`config.mk`:
```
export PLATFORM = sky130hd
export DESIGN_NAME = ssm_core
export DESIGN_NICKNAME = d
export VERILOG_FILES = /design/src/core/ssm_pkg.sv /design/src/core/ssm_core.sv
export VERILOG_INCLUDE_DIRS = /design/src /design/src/core
export SDC_FILE = /design/constraint.sdc
export NUM_CORES = 1
export LEC_CHECK = 0
export BUFFER_PORTS_ARGS = -buffer_cell sky130_fd_sc_hd__buf_4
export CAP_MARGIN = 20
export CORE_MARGIN = 2
export CORE_UTILIZATION = 50
export CTS_CLUSTER_SIZE = 25
export DETAILED_ROUTE_END_ITERATION = 6
export PLACE_DENSITY = 0.75
export SLEW_MARGIN = 10
export SYNTH_ARGS = -nofsm -noshare
export SYNTH_HDL_FRONTEND = slang
export SYNTH_SLANG_ARGS = --single-unit
```
`constraint.sdc`:
```
create_clock -name pclk -period 2 [get_ports pclk]
set_input_delay 0 -clock pclk [delete_from_list [all_inputs] [get_ports pclk]]
set_output_delay 0 -clock pclk [all_outputs]
set_load 0.1 [all_outputs]
```
`src/core/ssm_params.svh`:
```
// Register offsets, field positions and reset values
// Assumes APB byte addresses, one 32-bit word per register
`ifndef SSM_PARAMS_SVH
`define SSM_PARAMS_SVH

// ----------
// Register byte offsets
// ----------
`define SSM_OFF_RXCTL 8'h00
`define SSM_OFF_RXBUF 8'h04
`define SSM_OFF_TXCTL 8'h08
`define SSM_OFF_BAUD 8'h0C
`define SSM_OFF_DIVH 8'h10
`define SSM_OFF_DIVL 8'h14
`define SSM_OFF_TXBUF 8'h18
`define SSM_OFF_IRQ 8'h1C

// ----------
// Field positions
// ----------
// Receive status/control
`define SSM_RX_PORT_EN 7
`define SSM_RX_NINE 6
`define SSM_RX_SINGLE 5
`define SSM_RX_CONT 4
`define SSM_RX_OVERRUN 1
`define SSM_RX_BIT9 0
// Transmit status/control
`define SSM_TX_CLKSRC 7
`define SSM_TX_NINE 6
`define SSM_TX_EN 5
`define SSM_TX_SYNC 4
`define SSM_TX_EMPTY 1
`define SSM_TX_BIT9 0
// Baud control
`define SSM_BAUD_POL 4
`define SSM_BAUD_WIDE 3
// Flags and enables register
`define SSM_IRQ_RXF 0
`define SSM_IRQ_TXF 1
`define SSM_IRQ_RXE 2
`define SSM_IRQ_TXE 3

// ----------
// Reset values
// ----------
`define SSM_RST_BYTE 8'h00

`endif

```
`src/core/ssm_pkg.sv`:
```
// Types shared by the synchronous serial block
// Assumes the constants header is included by the design file
package ssm_pkg;
    // Master receive sequencer
    typedef enum logic [1:0] {
        SSM_RX_IDLE,
        SSM_RX_LOW,
        SSM_RX_HIGH
    } ssm_rx_state_t;
endpackage

```
`src/core/ssm_core.sv`:
```
// Synchronous serial port: master receive and slave transmit paths, APB slave
// Assumes one 20 MHz pclk; serial pins come from outside and are synchronised
// Notes on behaviour
// - Receive starts only when single or continuous set
// - Master samples data on shift clock trailing edge
// - Single receive takes exactly one word
// - Continuous receive repeats until software clears
// - Both enables set behaves as continuous
// - Word done sets flag; irq if enabled
// - Clearing continuous enable clears receive errors
// - Ninth bit and error shown in status
// - Low eight bits in receive buffer
// - Clock source clear selects slave mode
// - Slave shifts on external clock pin
// - Slave keeps working while chip sleeps
// - Second queued word stays buffered, flag clear
// - Second word moves to shifter, flag sets
// - Transmit flag with enable wakes the chip
// - Master drives clock, idle from polarity
// - Half duplex: receive and transmit exclusive
// - Transmit flag clears only on buffer write
`timescale 1ns/10ps
`include "ssm_params.svh"

module ssm_core #(
    parameter int DIV_WIDTH = 16 // Divider width with wide select
) (
    input wire logic pclk, // System clock, 20 MHz
    input wire logic presetn, // Asynchronous reset, active low
    input wire logic psel,
    input wire logic penable,
    input wire logic pwrite,
    input wire logic [7:0] paddr,
    input wire logic [31:0] pwdata,
    output logic [31:0] prdata,
    output logic pready,
    output logic pslverr,
    input wire logic shift_clock_pin_i, // Clock pin level
    output logic shift_clock_pin_o,
    output logic shift_clock_pin_oe, // High while master drives clock
    input wire logic serial_data_pin_i, // Data pin level
    output logic serial_data_pin_o,
    output logic serial_data_pin_oe, // High while slave transmits
    output logic irq, // Interrupt request, also wakes the chip
    input wire logic sleep_i // Chip is in a low-power mode
);
    import ssm_pkg::*;

    // ----------
    // Registers
    // ----------
    logic [7:0] rx_ctl_reg; // Writable receive control bits
    logic [7:0] rx_buf_reg; // Received low byte
    logic rx_bit9_reg; // Received ninth bit
    logic overrun_reg; // Word lost while buffer full
    logic [7:0] tx_ctl_reg; // Writable transmit control bits
    logic [7:0] baud_reg; // Polarity and wide divider select
    logic [7:0] div_hi_reg;
    logic [7:0] div_lo_reg;
    logic [7:0] tx_buf_reg; // Transmit holding byte
    logic tx_buf_bit9_reg; // Ninth bit captured with holding byte
    logic tx_buf_full_reg; // Holding byte waits for shifter
    logic rx_flag_reg; // Receive buffer holds unread word
    logic [1:0] irq_en_reg; // Receive and transmit irq enables

    // Decoded control
    logic port_en, sync_mode, master, single_en, cont_en, rx_nine, tx_nine, tx_en;
    assign port_en = rx_ctl_reg[`SSM_RX_PORT_EN];
    assign sync_mode = tx_ctl_reg[`SSM_TX_SYNC];
    assign master = tx_ctl_reg[`SSM_TX_CLKSRC];
    assign single_en = rx_ctl_reg[`SSM_RX_SINGLE];
    assign cont_en = rx_ctl_reg[`SSM_RX_CONT];
    assign rx_nine = rx_ctl_reg[`SSM_RX_NINE];
    assign tx_nine = tx_ctl_reg[`SSM_TX_NINE];
    assign tx_en = tx_ctl_reg[`SSM_TX_EN];

    logic active; // Port enabled in synchronous mode
    assign active = port_en && sync_mode;

    // Address match helper
    function automatic logic hit(input logic [7:0] a, input logic [7:0] off);
        hit = (a == off);
    endfunction

    logic wr, rd;
    assign wr = psel && penable && pwrite;
    assign rd = psel && penable && !pwrite;
    assign pready = 1'b1; // Zero wait states
    assign pslverr = 1'b0;

    // ----------
    // Pin synchronisers
    // ----------
    logic [1:0] ck_sync, dt_sync;
    always_ff @(posedge pclk or negedge presetn) begin
        if (!presetn) begin
            ck_sync <= 2'h0;
            dt_sync <= 2'h0;
        end else begin
            ck_sync <= {ck_sync[0], shift_clock_pin_i};
            dt_sync <= {dt_sync[0], serial_data_pin_i};
        end
    end
    logic ck_prev_reg; // For external edge detect
    always_ff @(posedge pclk or negedge presetn) begin
        if (!presetn) begin
            ck_prev_reg <= 1'b0;
        end else begin
            ck_prev_reg <= ck_sync[1];
        end
    end
    // External clock edges, corrected for idle polarity
    logic ext_lead, ext_trail, pol;
    assign pol = baud_reg[`SSM_BAUD_POL];
    assign ext_lead = (ck_sync[1] ^ pol) && !(ck_prev_reg ^ pol);
    assign ext_trail = !(ck_sync[1] ^ pol) && (ck_prev_reg ^ pol);

    // ----------
    // Baud divider: one-cycle half-period tick
    // ----------
    logic [DIV_WIDTH-1:0] div_cnt_reg, div_load;
    logic tick;
    assign div_load = baud_reg[`SSM_BAUD_WIDE] ? {div_hi_reg, div_lo_reg}
                                               : {8'h00, div_lo_reg};
    assign tick = (div_cnt_reg == '0);
    logic [1:0] rx_state_reg;
    always_ff @(posedge pclk or negedge presetn) begin
        if (!presetn) begin
            div_cnt_reg <= '0;
        end else if (tick || !active) begin
            div_cnt_reg <= div_load;
        end else begin
            div_cnt_reg <= div_cnt_reg - 1'b1;
        end
    end

    // ----------
    // Master receive sequencer
    // ----------
    ssm_rx_state_t rx_state;
    logic [3:0] rx_cnt_reg; // Bits received in current word
    logic [8:0] rx_shift_reg;
    logic tx_busy; // Slave shifter holds a word
    logic rx_go, rx_done, clk_level_reg;
    logic [3:0] rx_bits;
    assign rx_bits = rx_nine ? 4'h9 : 4'h8;
    // Either enable starts a word, once the slave shifter is not busy
    assign rx_go = active && master && (single_en || cont_en) && !tx_busy;
    assign rx_done = (rx_state == SSM_RX_HIGH) && tick && (rx_cnt_reg == rx_bits - 4'h1);
    always_ff @(posedge pclk or negedge presetn) begin
        if (!presetn) begin
            rx_state <= SSM_RX_IDLE;
            rx_cnt_reg <= 4'h0;
            rx_shift_reg <= 9'h000;
            clk_level_reg <= 1'b0;
        end else begin
            case (rx_state)
                SSM_RX_IDLE: begin
                    clk_level_reg <= 1'b0;
                    rx_cnt_reg <= 4'h0;
                    if (rx_go && tick) begin
                        rx_state <= SSM_RX_HIGH; // Leading clock edge
                        clk_level_reg <= 1'b1;
                    end
                end
                SSM_RX_HIGH: begin
                    if (!active || !master) begin
                        rx_state <= SSM_RX_IDLE;
                    end else if (tick) begin
                        // Trailing (falling) edge: sample data
                        clk_level_reg <= 1'b0;
                        rx_shift_reg <= {dt_sync[1], rx_shift_reg[8:1]}; // LSB first
                        rx_cnt_reg <= rx_cnt_reg + 4'h1;
                        rx_state <= SSM_RX_LOW;
                    end
                end
                SSM_RX_LOW: begin
                    if (!active || !master) begin
                        rx_state <= SSM_RX_IDLE;
                    end else if (tick) begin
                        if (rx_cnt_reg == rx_bits) begin
                            // Continuous goes on, single stops
                            rx_cnt_reg <= 4'h0;
                            if (cont_en) begin
                                clk_level_reg <= 1'b1;
                                rx_state <= SSM_RX_HIGH;
                            end else begin
                                rx_state <= SSM_RX_IDLE;
                            end
                        end else begin
                            clk_level_reg <= 1'b1;
                            rx_state <= SSM_RX_HIGH;
                        end
                    end
                end
                default: rx_state <= SSM_RX_IDLE;
            endcase
        end
    end
    assign rx_state_reg = rx_state;

    // Clock pin: master drives it, idle level from polarity
    always_ff @(posedge pclk or negedge presetn) begin
        if (!presetn) begin
            shift_clock_pin_o <= 1'b0;
            shift_clock_pin_oe <= 1'b0;
        end else begin
            shift_clock_pin_o <= clk_level_reg ^ pol;
            shift_clock_pin_oe <= active && master;
        end
    end

    // Word captured at end of last bit
    logic rx_word_done;
    logic [7:0] rx_byte;
    logic rx_b9;
    assign rx_word_done = (rx_state == SSM_RX_HIGH) && tick && active && master
                          && (rx_cnt_reg == rx_bits - 4'h1);
    // Final shift includes the last sample
    assign rx_byte = rx_nine ? rx_shift_reg[8:1] : {dt_sync[1], rx_shift_reg[8:2]};
    assign rx_b9 = dt_sync[1];

    // ----------
    // Receive buffer, flag, ninth bit, overrun
    // ----------
    logic rx_buf_read;
    assign rx_buf_read = rd && hit(paddr, `SSM_OFF_RXBUF);
    always_ff @(posedge pclk or negedge presetn) begin
        if (!presetn) begin
            rx_buf_reg <= `SSM_RST_BYTE;
            rx_bit9_reg <= 1'b0;
            rx_flag_reg <= 1'b0;
            overrun_reg <= 1'b0;
        end else begin
            if (rx_word_done && rx_flag_reg && !rx_buf_read) begin
                overrun_reg <= 1'b1; // Unread word kept, new one lost
            end else if (!cont_en || !port_en) begin
                overrun_reg <= 1'b0;
            end
            if (rx_word_done && !(rx_flag_reg && !rx_buf_read)) begin
                rx_buf_reg <= rx_byte;
                rx_bit9_reg <= rx_nine ? rx_b9 : 1'b0;
                rx_flag_reg <= 1'b1; // Set wins over read
            end else if (rx_buf_read) begin
                rx_flag_reg <= 1'b0;
            end
        end
    end

    // ----------
    // Slave transmit: holding byte and shifter on external clock
    // ----------
    logic [8:0] tsr_reg; // Transmit shift register
    logic [3:0] tx_cnt_reg; // Bits left in shifter
    logic tx_flag_reg;
    logic tx_buf_write;
    assign tx_buf_write = wr && hit(paddr, `SSM_OFF_TXBUF);
    assign tx_busy = (tx_cnt_reg != 4'h0);
    // Shifting runs off the pin clock, so sleep_i is not consulted
    logic slave_tx, tx_load;
    assign slave_tx = active && !master && tx_en && !single_en && !cont_en;
    assign tx_load = slave_tx && tx_buf_full_reg
                     && (!tx_busy || (tx_cnt_reg == 4'h1 && ext_trail));
    always_ff @(posedge pclk or negedge presetn) begin
        if (!presetn) begin
            tsr_reg <= 9'h000;
            tx_cnt_reg <= 4'h0;
            serial_data_pin_o <= 1'b0;
        end else if (!slave_tx) begin
            tx_cnt_reg <= 4'h0;
        end else if (tx_load) begin
            // Holding byte moves into shifter
            tsr_reg <= {tx_buf_bit9_reg, tx_buf_reg};
            tx_cnt_reg <= tx_nine ? 4'h9 : 4'h8;
        end else if (tx_busy && ext_lead) begin
            serial_data_pin_o <= tsr_reg[0]; // Present bit on leading edge
        end else if (tx_busy && ext_trail) begin
            tsr_reg <= {1'b0, tsr_reg[8:1]};
            tx_cnt_reg <= tx_cnt_reg - 4'h1;
        end
    end
    assign serial_data_pin_oe = slave_tx && tx_busy;

    always_ff @(posedge pclk or negedge presetn) begin
        if (!presetn) begin
            tx_buf_reg <= `SSM_RST_BYTE;
            tx_buf_bit9_reg <= 1'b0;
            tx_buf_full_reg <= 1'b0;
            tx_flag_reg <= 1'b0;
        end else begin
            if (tx_buf_write) begin
                // Ninth bit latched now, so it must be written first
                tx_buf_reg <= pwdata[7:0];
                tx_buf_bit9_reg <= tx_ctl_reg[`SSM_TX_BIT9];
                tx_buf_full_reg <= 1'b1;
                tx_flag_reg <= 1'b0; // Only clear path
            end else if (tx_load) begin
                tx_buf_full_reg <= 1'b0;
                tx_flag_reg <= 1'b1;
            end
        end
    end

    // Request wakes the chip when enabled
    assign irq = (rx_flag_reg && irq_en_reg[0]) || (tx_flag_reg && irq_en_reg[1]);

    // ----------
    // Control register writes
    // ----------
    always_ff @(posedge pclk or negedge presetn) begin
        if (!presetn) begin
            rx_ctl_reg <= `SSM_RST_BYTE;
            tx_ctl_reg <= `SSM_RST_BYTE;
            baud_reg <= `SSM_RST_BYTE;
            div_hi_reg <= `SSM_RST_BYTE;
            div_lo_reg <= `SSM_RST_BYTE;
            irq_en_reg <= 2'h0;
        end else begin
            if (wr && hit(paddr, `SSM_OFF_RXCTL)) begin
                rx_ctl_reg <= {pwdata[7:4], 4'h0};
            end else if (rx_done && !cont_en) begin
                rx_ctl_reg[`SSM_RX_SINGLE] <= 1'b0;
            end
            if (wr && hit(paddr, `SSM_OFF_TXCTL)) begin
                tx_ctl_reg <= {pwdata[7:4], 3'h0, pwdata[0]};
            end
            if (wr && hit(paddr, `SSM_OFF_BAUD)) begin
                baud_reg <= {3'h0, pwdata[4:3], 3'h0};
            end
            if (wr && hit(paddr, `SSM_OFF_DIVH)) begin
                div_hi_reg <= pwdata[7:0];
            end
            if (wr && hit(paddr, `SSM_OFF_DIVL)) begin
                div_lo_reg <= pwdata[7:0];
            end
            if (wr && hit(paddr, `SSM_OFF_IRQ)) begin
                irq_en_reg <= pwdata[3:2];
            end
        end
    end

    // ----------
    // Read mux, unmapped reads return zero
    // ----------
    always_comb begin
        prdata = 32'h0000_0000;
        if (hit(paddr, `SSM_OFF_RXCTL)) begin
            prdata[7:0] = {rx_ctl_reg[7:4], 2'h0, overrun_reg, rx_bit9_reg};
        end else if (hit(paddr, `SSM_OFF_RXBUF)) begin
            prdata[7:0] = rx_buf_reg;
        end else if (hit(paddr, `SSM_OFF_TXCTL)) begin
            prdata[7:0] = {tx_ctl_reg[7:4], 2'h0, !tx_busy, tx_ctl_reg[0]};
        end else if (hit(paddr, `SSM_OFF_BAUD)) begin
            prdata[7:0] = baud_reg;
        end else if (hit(paddr, `SSM_OFF_DIVH)) begin
            prdata[7:0] = div_hi_reg;
        end else if (hit(paddr, `SSM_OFF_DIVL)) begin
            prdata[7:0] = div_lo_reg;
        end else if (hit(paddr, `SSM_OFF_TXBUF)) begin
            prdata[7:0] = tx_buf_reg;
        end else if (hit(paddr, `SSM_OFF_IRQ)) begin
            prdata[7:0] = {4'h0, irq_en_reg, tx_flag_reg, rx_flag_reg};
        end
    end
endmodule

```
==> impl_metrics.yaml, run 1 <==
synthesis:
  synthArstFlopShare: 1.00
  postSynthCellCount: 495
  synth_seq_cells: 103
  yosysWarnings: 0
  synth.largest_area_cell: "dfrtp_1"
  synth-edff-count: 0
  synth-main-ff-cell: "dfrtp_1"
  synth_top_area_frac: 0.470
  syn-cell-area_sq_mm: 0.00549
  syn_area_per_cell_sq_um: 11.1
  yosysUniqueCellTypes: 62
  yosys-top-cells-count: "dfrtp_1, mux2_2, nor2_1, o21ai_0, nand2_1"
  seq_area_frac_synth: 0.470
  synth_most_common_cell: "dfrtp_1"
  synth_area_leaders: "dfrtp_1, mux2_2, buf_4"
drt:
  wire_per_inst_um: 17.1
  via_per_inst: 5.62
  drc_errors: 0
  num_vias: 4034
  first_pass_iters: 5
  wirelength_mm: 12.3
  ant_nets: 0
  drt_iter0_drc: 239
min_path:
  hp-start: "paddr[4]"
  whs_path_depth: 5
  hold_path_end: "rx_ctl_reg[5]"
  min_path_type: "input pin to flip-flop"
placed_design:
  portBuffers: 35
  placed_cells: 689
  hpwl_mm: 9.10
  finalWeightedCongestion: 0.937
setup_path:
  r2r_slack_ns: 0.07
  crit_arrival_ns: 2.20
  ff2ff_path_depth: 6
  cp-end-kind: "flip-flop"
  worst_setup_path_start_kind: "flip-flop"
  critical_path_class: "flip-flop to flip-flop"
  regToRegStartpoint: "div_cnt_reg[11]"
  r2r_end: "rx_state[1]"
  worstPathRequired_ns: 2.27
  worstPathMaxFanout: 3
pwr:
  p_int_mw: 2.99
  clock_power_share: 0.322
  switching_share: 0.295
  power_density_mw_per_mm2: 648
  leakagePower_nw: 3.19
  p_comb_frac: 0.173
  p_seq_frac: 0.505
  power_switching_mw: 1.25
  irDropWorstVdd_mv: 0.550
global_route:
  grt_max_degree: 57
  grt_pass1_vias: 4016
  grt_overflow: 0
  track_usage: 0.223
  antenna_found_initial: 0
  grt_pass1_wl_mm: 20.1
floorplanning:
  row_count: 38
  die_h_um: 109
  die_w_um: 109
  ios: 87
  core_area_sq_mm: 0.0108
  start_util: 0.508
  die_area_sq_mm: 0.0118
cts:
  cts-root-buf: "clkbuf_8"
  cts_buffers: 9
  clock_latency_ns: 0.38
  cts.reportedPaths.clkPinSlew_ns: 0.10
  cts_tree: "built"
  clock_path_buffers: 2
  cts_sinks: 103
  cts_max_level: 3
sta:
  fmax_mhz: 518
  rsz0062_at_grt: "yes"
  min_period_ns: 1.93
  final_max_slew_viol_count: 0
  relSlewSlack: 0.584
  timing.hold.ws_ns: 0.121
  final.period_utilization: 0.966
  skew_ns: 0.0132
  worstMarginPinSlew_ns: 0.619
  finalSetupViolCount: 0
  hold_viol_final: 0
  fin_setup_tns_ns: 0
cells_and_area:
  stdcell_count: 718
  fin_nets: 630
  syn_to_final_growth_pct: 19.2
  drive_above_1_share: 0.334
  largest_register_ffs: 16
  diodes: 0
flow_run:
  maxCapViolations: 0
status:
  status: "completed"
power by group through the flow:
stage               Combinational, mW  Sequential [mW]  Clock, mW
finish                          0.732             2.14       1.37
global route                    0.788             2.15       1.48
CTS                             0.726             2.14       1.40
detailed placement              0.703             2.18          0
global placement                0.689             2.18          0
floorplan                       0.521             2.18          0
critical path, stage by stage (launching register included):
cell     delay, ns
dfrtp_2       0.45
nor4_4        0.34
nand4_1       0.18
buf_4         0.17
o41ai_2       0.24
nand2_1       0.15
mux2_4        0.31
logic make-up after synthesis:
| kind of cell | after synthesis | share of synthesized area |
|---|---|---|
| buffers and inverters | 61 | 0.0620 |
| AO/OA/AOI/OAI | 89 | 0.107 |
| multiplexers | 77 | 0.167 |
| XOR/XNOR | 19 | 0.0303 |
| flip-flops | 103 | 0.470 |
| AND/OR/NAND/NOR | 135 | 0.142 |
| adder cells (fa/ha/maj) | 9 | 0.0205 |
| other | 2 | 0.00137 |
how the worst max path moves through the flow:
stage | start | end | slack [ns] | depth (start not counted)
finish | div_cnt_reg[11] | rx_state[1] | 0.07 | 6
global route | div_cnt_reg[11] | rx_buf_reg[6] | -0.01 | 6
CTS | tx_cnt_reg[0] | prdata[1] | 0.004 | 7
detailed placement | div_cnt_reg[0] | rx_buf_reg[0] | 0.02 | 8
global placement | div_cnt_reg[0] | clk_level_reg | -0.001 | 7
floorplan | paddr[1] | prdata[1] | -0.42 | 6
metrics by stage:
stage / worst slack (ns) / instance area, sq um / total power, mW / util
2_1_floorplan: -0.418 / 5640 / 2.70 / -
3_3_place_gp: -0.000980 / 6140 / 2.87 / 0.569
5_1_grt: -0.0113 / 6540 / 4.42 / 0.606
3_5_place_dp: 0.0170 / 6140 / 2.89 / 0.569
4_1_cts: 0.00430 / 6470 / 4.27 / 0.600
6_report: 0.0689 / 6540 / 4.24 / 0.606
placed cells by master (no fill, tap or decap), drive strengths merged, types with 5 or more instances in the layout:
cell and n:
a21oi 11, a22oi 6, buf 74, clkbuf 11, conb 26, dfrtp 103
dlygate4sd3 12, ha 9, inv 19, mux2 64, mux2i 8, mux4 5
nand2 33, nand3 16, nand4 7, nor2 38, nor3 7, nor4 7
o21ai 32, o22ai 9, o41ai 5, xnor2 11, xor2 8
per-layer routing:
layer / part of all wire / routed length, um / GRT usage / vias to the layer above
met4: 0.025 / 305 / 0.0934 / 0
li1: - / - / - / 1896
met3: 0.046 / 569 / 0.0335 / 29
met2: 0.48 / 5900 / 0.358 / 136
met1: 0.45 / 5500 / 0.303 / 1973
met5: 0 / 0 / 0 / -
cell type report:
type / count / area (sq um)
Multi-Input combinational cell: 355 / 2780
Tap cell: 140 / 175
Clock buffer: 11 / 141
Timing Repair Buffer: 86 / 729
Inverter: 18 / 67.6
Clock inverter: 5 / 66.3
Fill cell: 875 / 4250
Sequential cell: 103 / 2580
repair_timing:
item	in CTS	in global routing
gates resized for setup	3	15
pin swaps	1	5
buffers inserted	0	1
hold endpoints to repair	142	0
setup endpoints to repair	2	52
hold buffers	12	0
Note: power is estimated with default switching activity, not from simulation.
==> run 2, diff against run 1 <==
- BUFFER_PORTS_ARGS: -buffer_cell sky130_fd_sc_hd__buf_4 -> not set
- DONT_BUFFER_PORTS: not set -> 1
- PLACE_DENSITY: 0.75 -> 0.68
==> run 2 against run 1 <==
  * The run now ends with negative hold slack, negative setup slack left
  * Setup slack worse by 0.083 ns
  * Wire length is 2.8% higher
  * Largest power group unchanged
  * Highest routed layer unchanged
  * Critical endpoint is now div_cnt_reg[12]
  * Clock-buffer cell count is 1 higher
==> impl_metrics.yaml, run 2 (synthesized netlist as in run 1, its figures left out) <==
status:
  status: "finished, violations left"
  violations: "negative hold slack, negative setup slack"
global_route:
  grt_max_degree: 104
  grt_pass1_vias: 3794
  grt_pass1_wl_mm: 19.7
  track_usage: 0.221
  grt_overflow: 0
  antenna_found_initial: 0
sta:
  relSlewSlack: 0.426
  final.period_utilization: 1.01
  fin_setup_tns_ns: -0.0466
  hold_viol_final: 103
  finalSetupViolCount: 8
  worstMarginPinSlew_ns: 0.862
  skew_ns: 0.0110
  fmax_mhz: 497
  final_max_slew_viol_count: 0
  min_period_ns: 2.01
  layout_setup_ws_ns: -0.0138
  rsz0062_at_grt: "yes"
  timing.hold.ws_ns: -0.699
drt:
  wire_per_inst_um: 17.9
  drt_iter0_drc: 252
  via_per_inst: 5.60
  drc_errors: 0
  wirelength_mm: 12.6
  ant_nets: 0
  first_pass_iters: 5
  num_vias: 3953
floorplanning:
  die_area_sq_mm: 0.0118
  start_util: 0.508
  die_w_um: 109
  row_count: 38
  core_area_sq_mm: 0.0108
  die_h_um: 109
  ios: 87
cts:
  cts_buffers: 9
  cts_tree: "built"
  clock_path_buffers: 2
  postCtsHoldBufs: 14
  cts.reportedPaths.clkPinSlew_ns: 0.10
  cts_max_level: 3
  cts_sinks: 103
  clock_latency_ns: 0.38
  cts-root-buf: "clkbuf_8"
setup_path:
  worstPathMaxFanout: 8
  crit_chain: "nor4_4 -> nand4_1 -> buf_6 -> o211ai_1 -> buf_4 -> buf_8 -> nand3_2 -> o21ai_1"
  crit_path_start: "div_cnt_reg[2]"
  cp-end-kind: "flip-flop"
  worst_path_largest_cell_delay_ns: 0.45
  r2r_end: "div_cnt_reg[12]"
  r2r_slack_ns: -0.01
  critical_path_class: "flip-flop to flip-flop"
  worstPathRequired_ns: 2.32
  crit_slowest_cell: "dfrtp_2"
  crit_arrival_ns: 2.33
  worst_setup_path_start_kind: "flip-flop"
  regToRegStartpoint: "div_cnt_reg[2]"
  ff2ff_path_depth: 8
  crit_path_end: "div_cnt_reg[12]"
cells_and_area:
  diodes: 0
  layout_common_cells: "dfrtp_1, mux2_2, buf_4, nor2_1"
  syn_to_final_growth_pct: 20.4
  drive_above_1_share: 0.348
  stdcell_count: 706
  fin_nets: 618
  largest_register_ffs: 16
  layout_commonest_cell: "dfrtp_1"
pwr:
  irDropWorstVdd_mv: 0.526
  power_density_mw_per_mm2: 631
  leakagePower_nw: 3.19
placed_design:
  portBuffers: 0
  placed_cells: 662
  hpwl_mm: 8.68
  finalWeightedCongestion: 0.868
flow_run:
  maxCapViolations: 0
min_path:
  min_path_type: "input pin to asynchronous set/reset pin"
-- run 2: worst min path at each step --
stage,endpoint,cells after the start
2_1_floorplan,baud_reg[3],0
3_3_place_gp,rx_shift_reg[5],0
3_5_place_dp,rx_shift_reg[7],0
4_1_cts,div_cnt_reg[4],0
5_1_grt,rx_state[1],0
6_report,rx_shift_reg[7],0
-- run 2: critical path: cells and delay by family, from the launching register on --
kind	cells	cell delay, ns
and+or+nand+nor	3	0.59
buffers and inverters	3	0.50
DFF	1	0.45
AOI/OAI and AO/OA	2	0.41
-- run 2: layout make-up --
| type | count | area [sq um] |
|---|---|---|
| clock buffers | 12 | 155 |
| clock inverters | 4 | 51.3 |
| fillers | 846 | 4190 |
| inverters | 18 | 67.6 |
| multi-input cells | 355 | 2850 |
| flip-flops and latches | 103 | 2580 |
| well taps | 140 | 175 |
| repair buffers | 74 | 723 |
-- run 2: what timing repair did --
item,CTS,global route
endpoints found under the hold margin,142,103
gates cloned,0,3
setup endpoints to repair,11,49
resized for setup,2,54
pin swaps,1,15
buffers inserted,0,11
-- run 2: routing by layer --
layer  vias to the layer above  wire length (um)  global-route usage
li1                       1864                 -                   -
met1                      1960              5610               0.303
met2                       107              6280               0.348
met3                        22               476              0.0526
met4                         0               261              0.0751
met5                         -                 0                   0
-- run 2: power breakdown --
group	total [mW]	switching [mW]	internal, mW
Clock	1.37	0.723	0.650
Sequential	2.14	0.0317	2.11
Combinational	0.653	0.427	0.227
Total	4.17	1.18	2.99
-- run 2: stage by stage --
stage               instance area (sq um)  power [mW]  utilization  setup slack (ns)
floorplan                            5640        2.70            -            -0.418
global placement                     5980        2.75        0.554            0.0295
detailed placement                   5980        2.76        0.554          -0.00918
CTS                                  6330        4.16        0.586          0.000922
global route                         6610        4.33        0.612            -0.111
finish                               6610        4.17        0.612           -0.0138
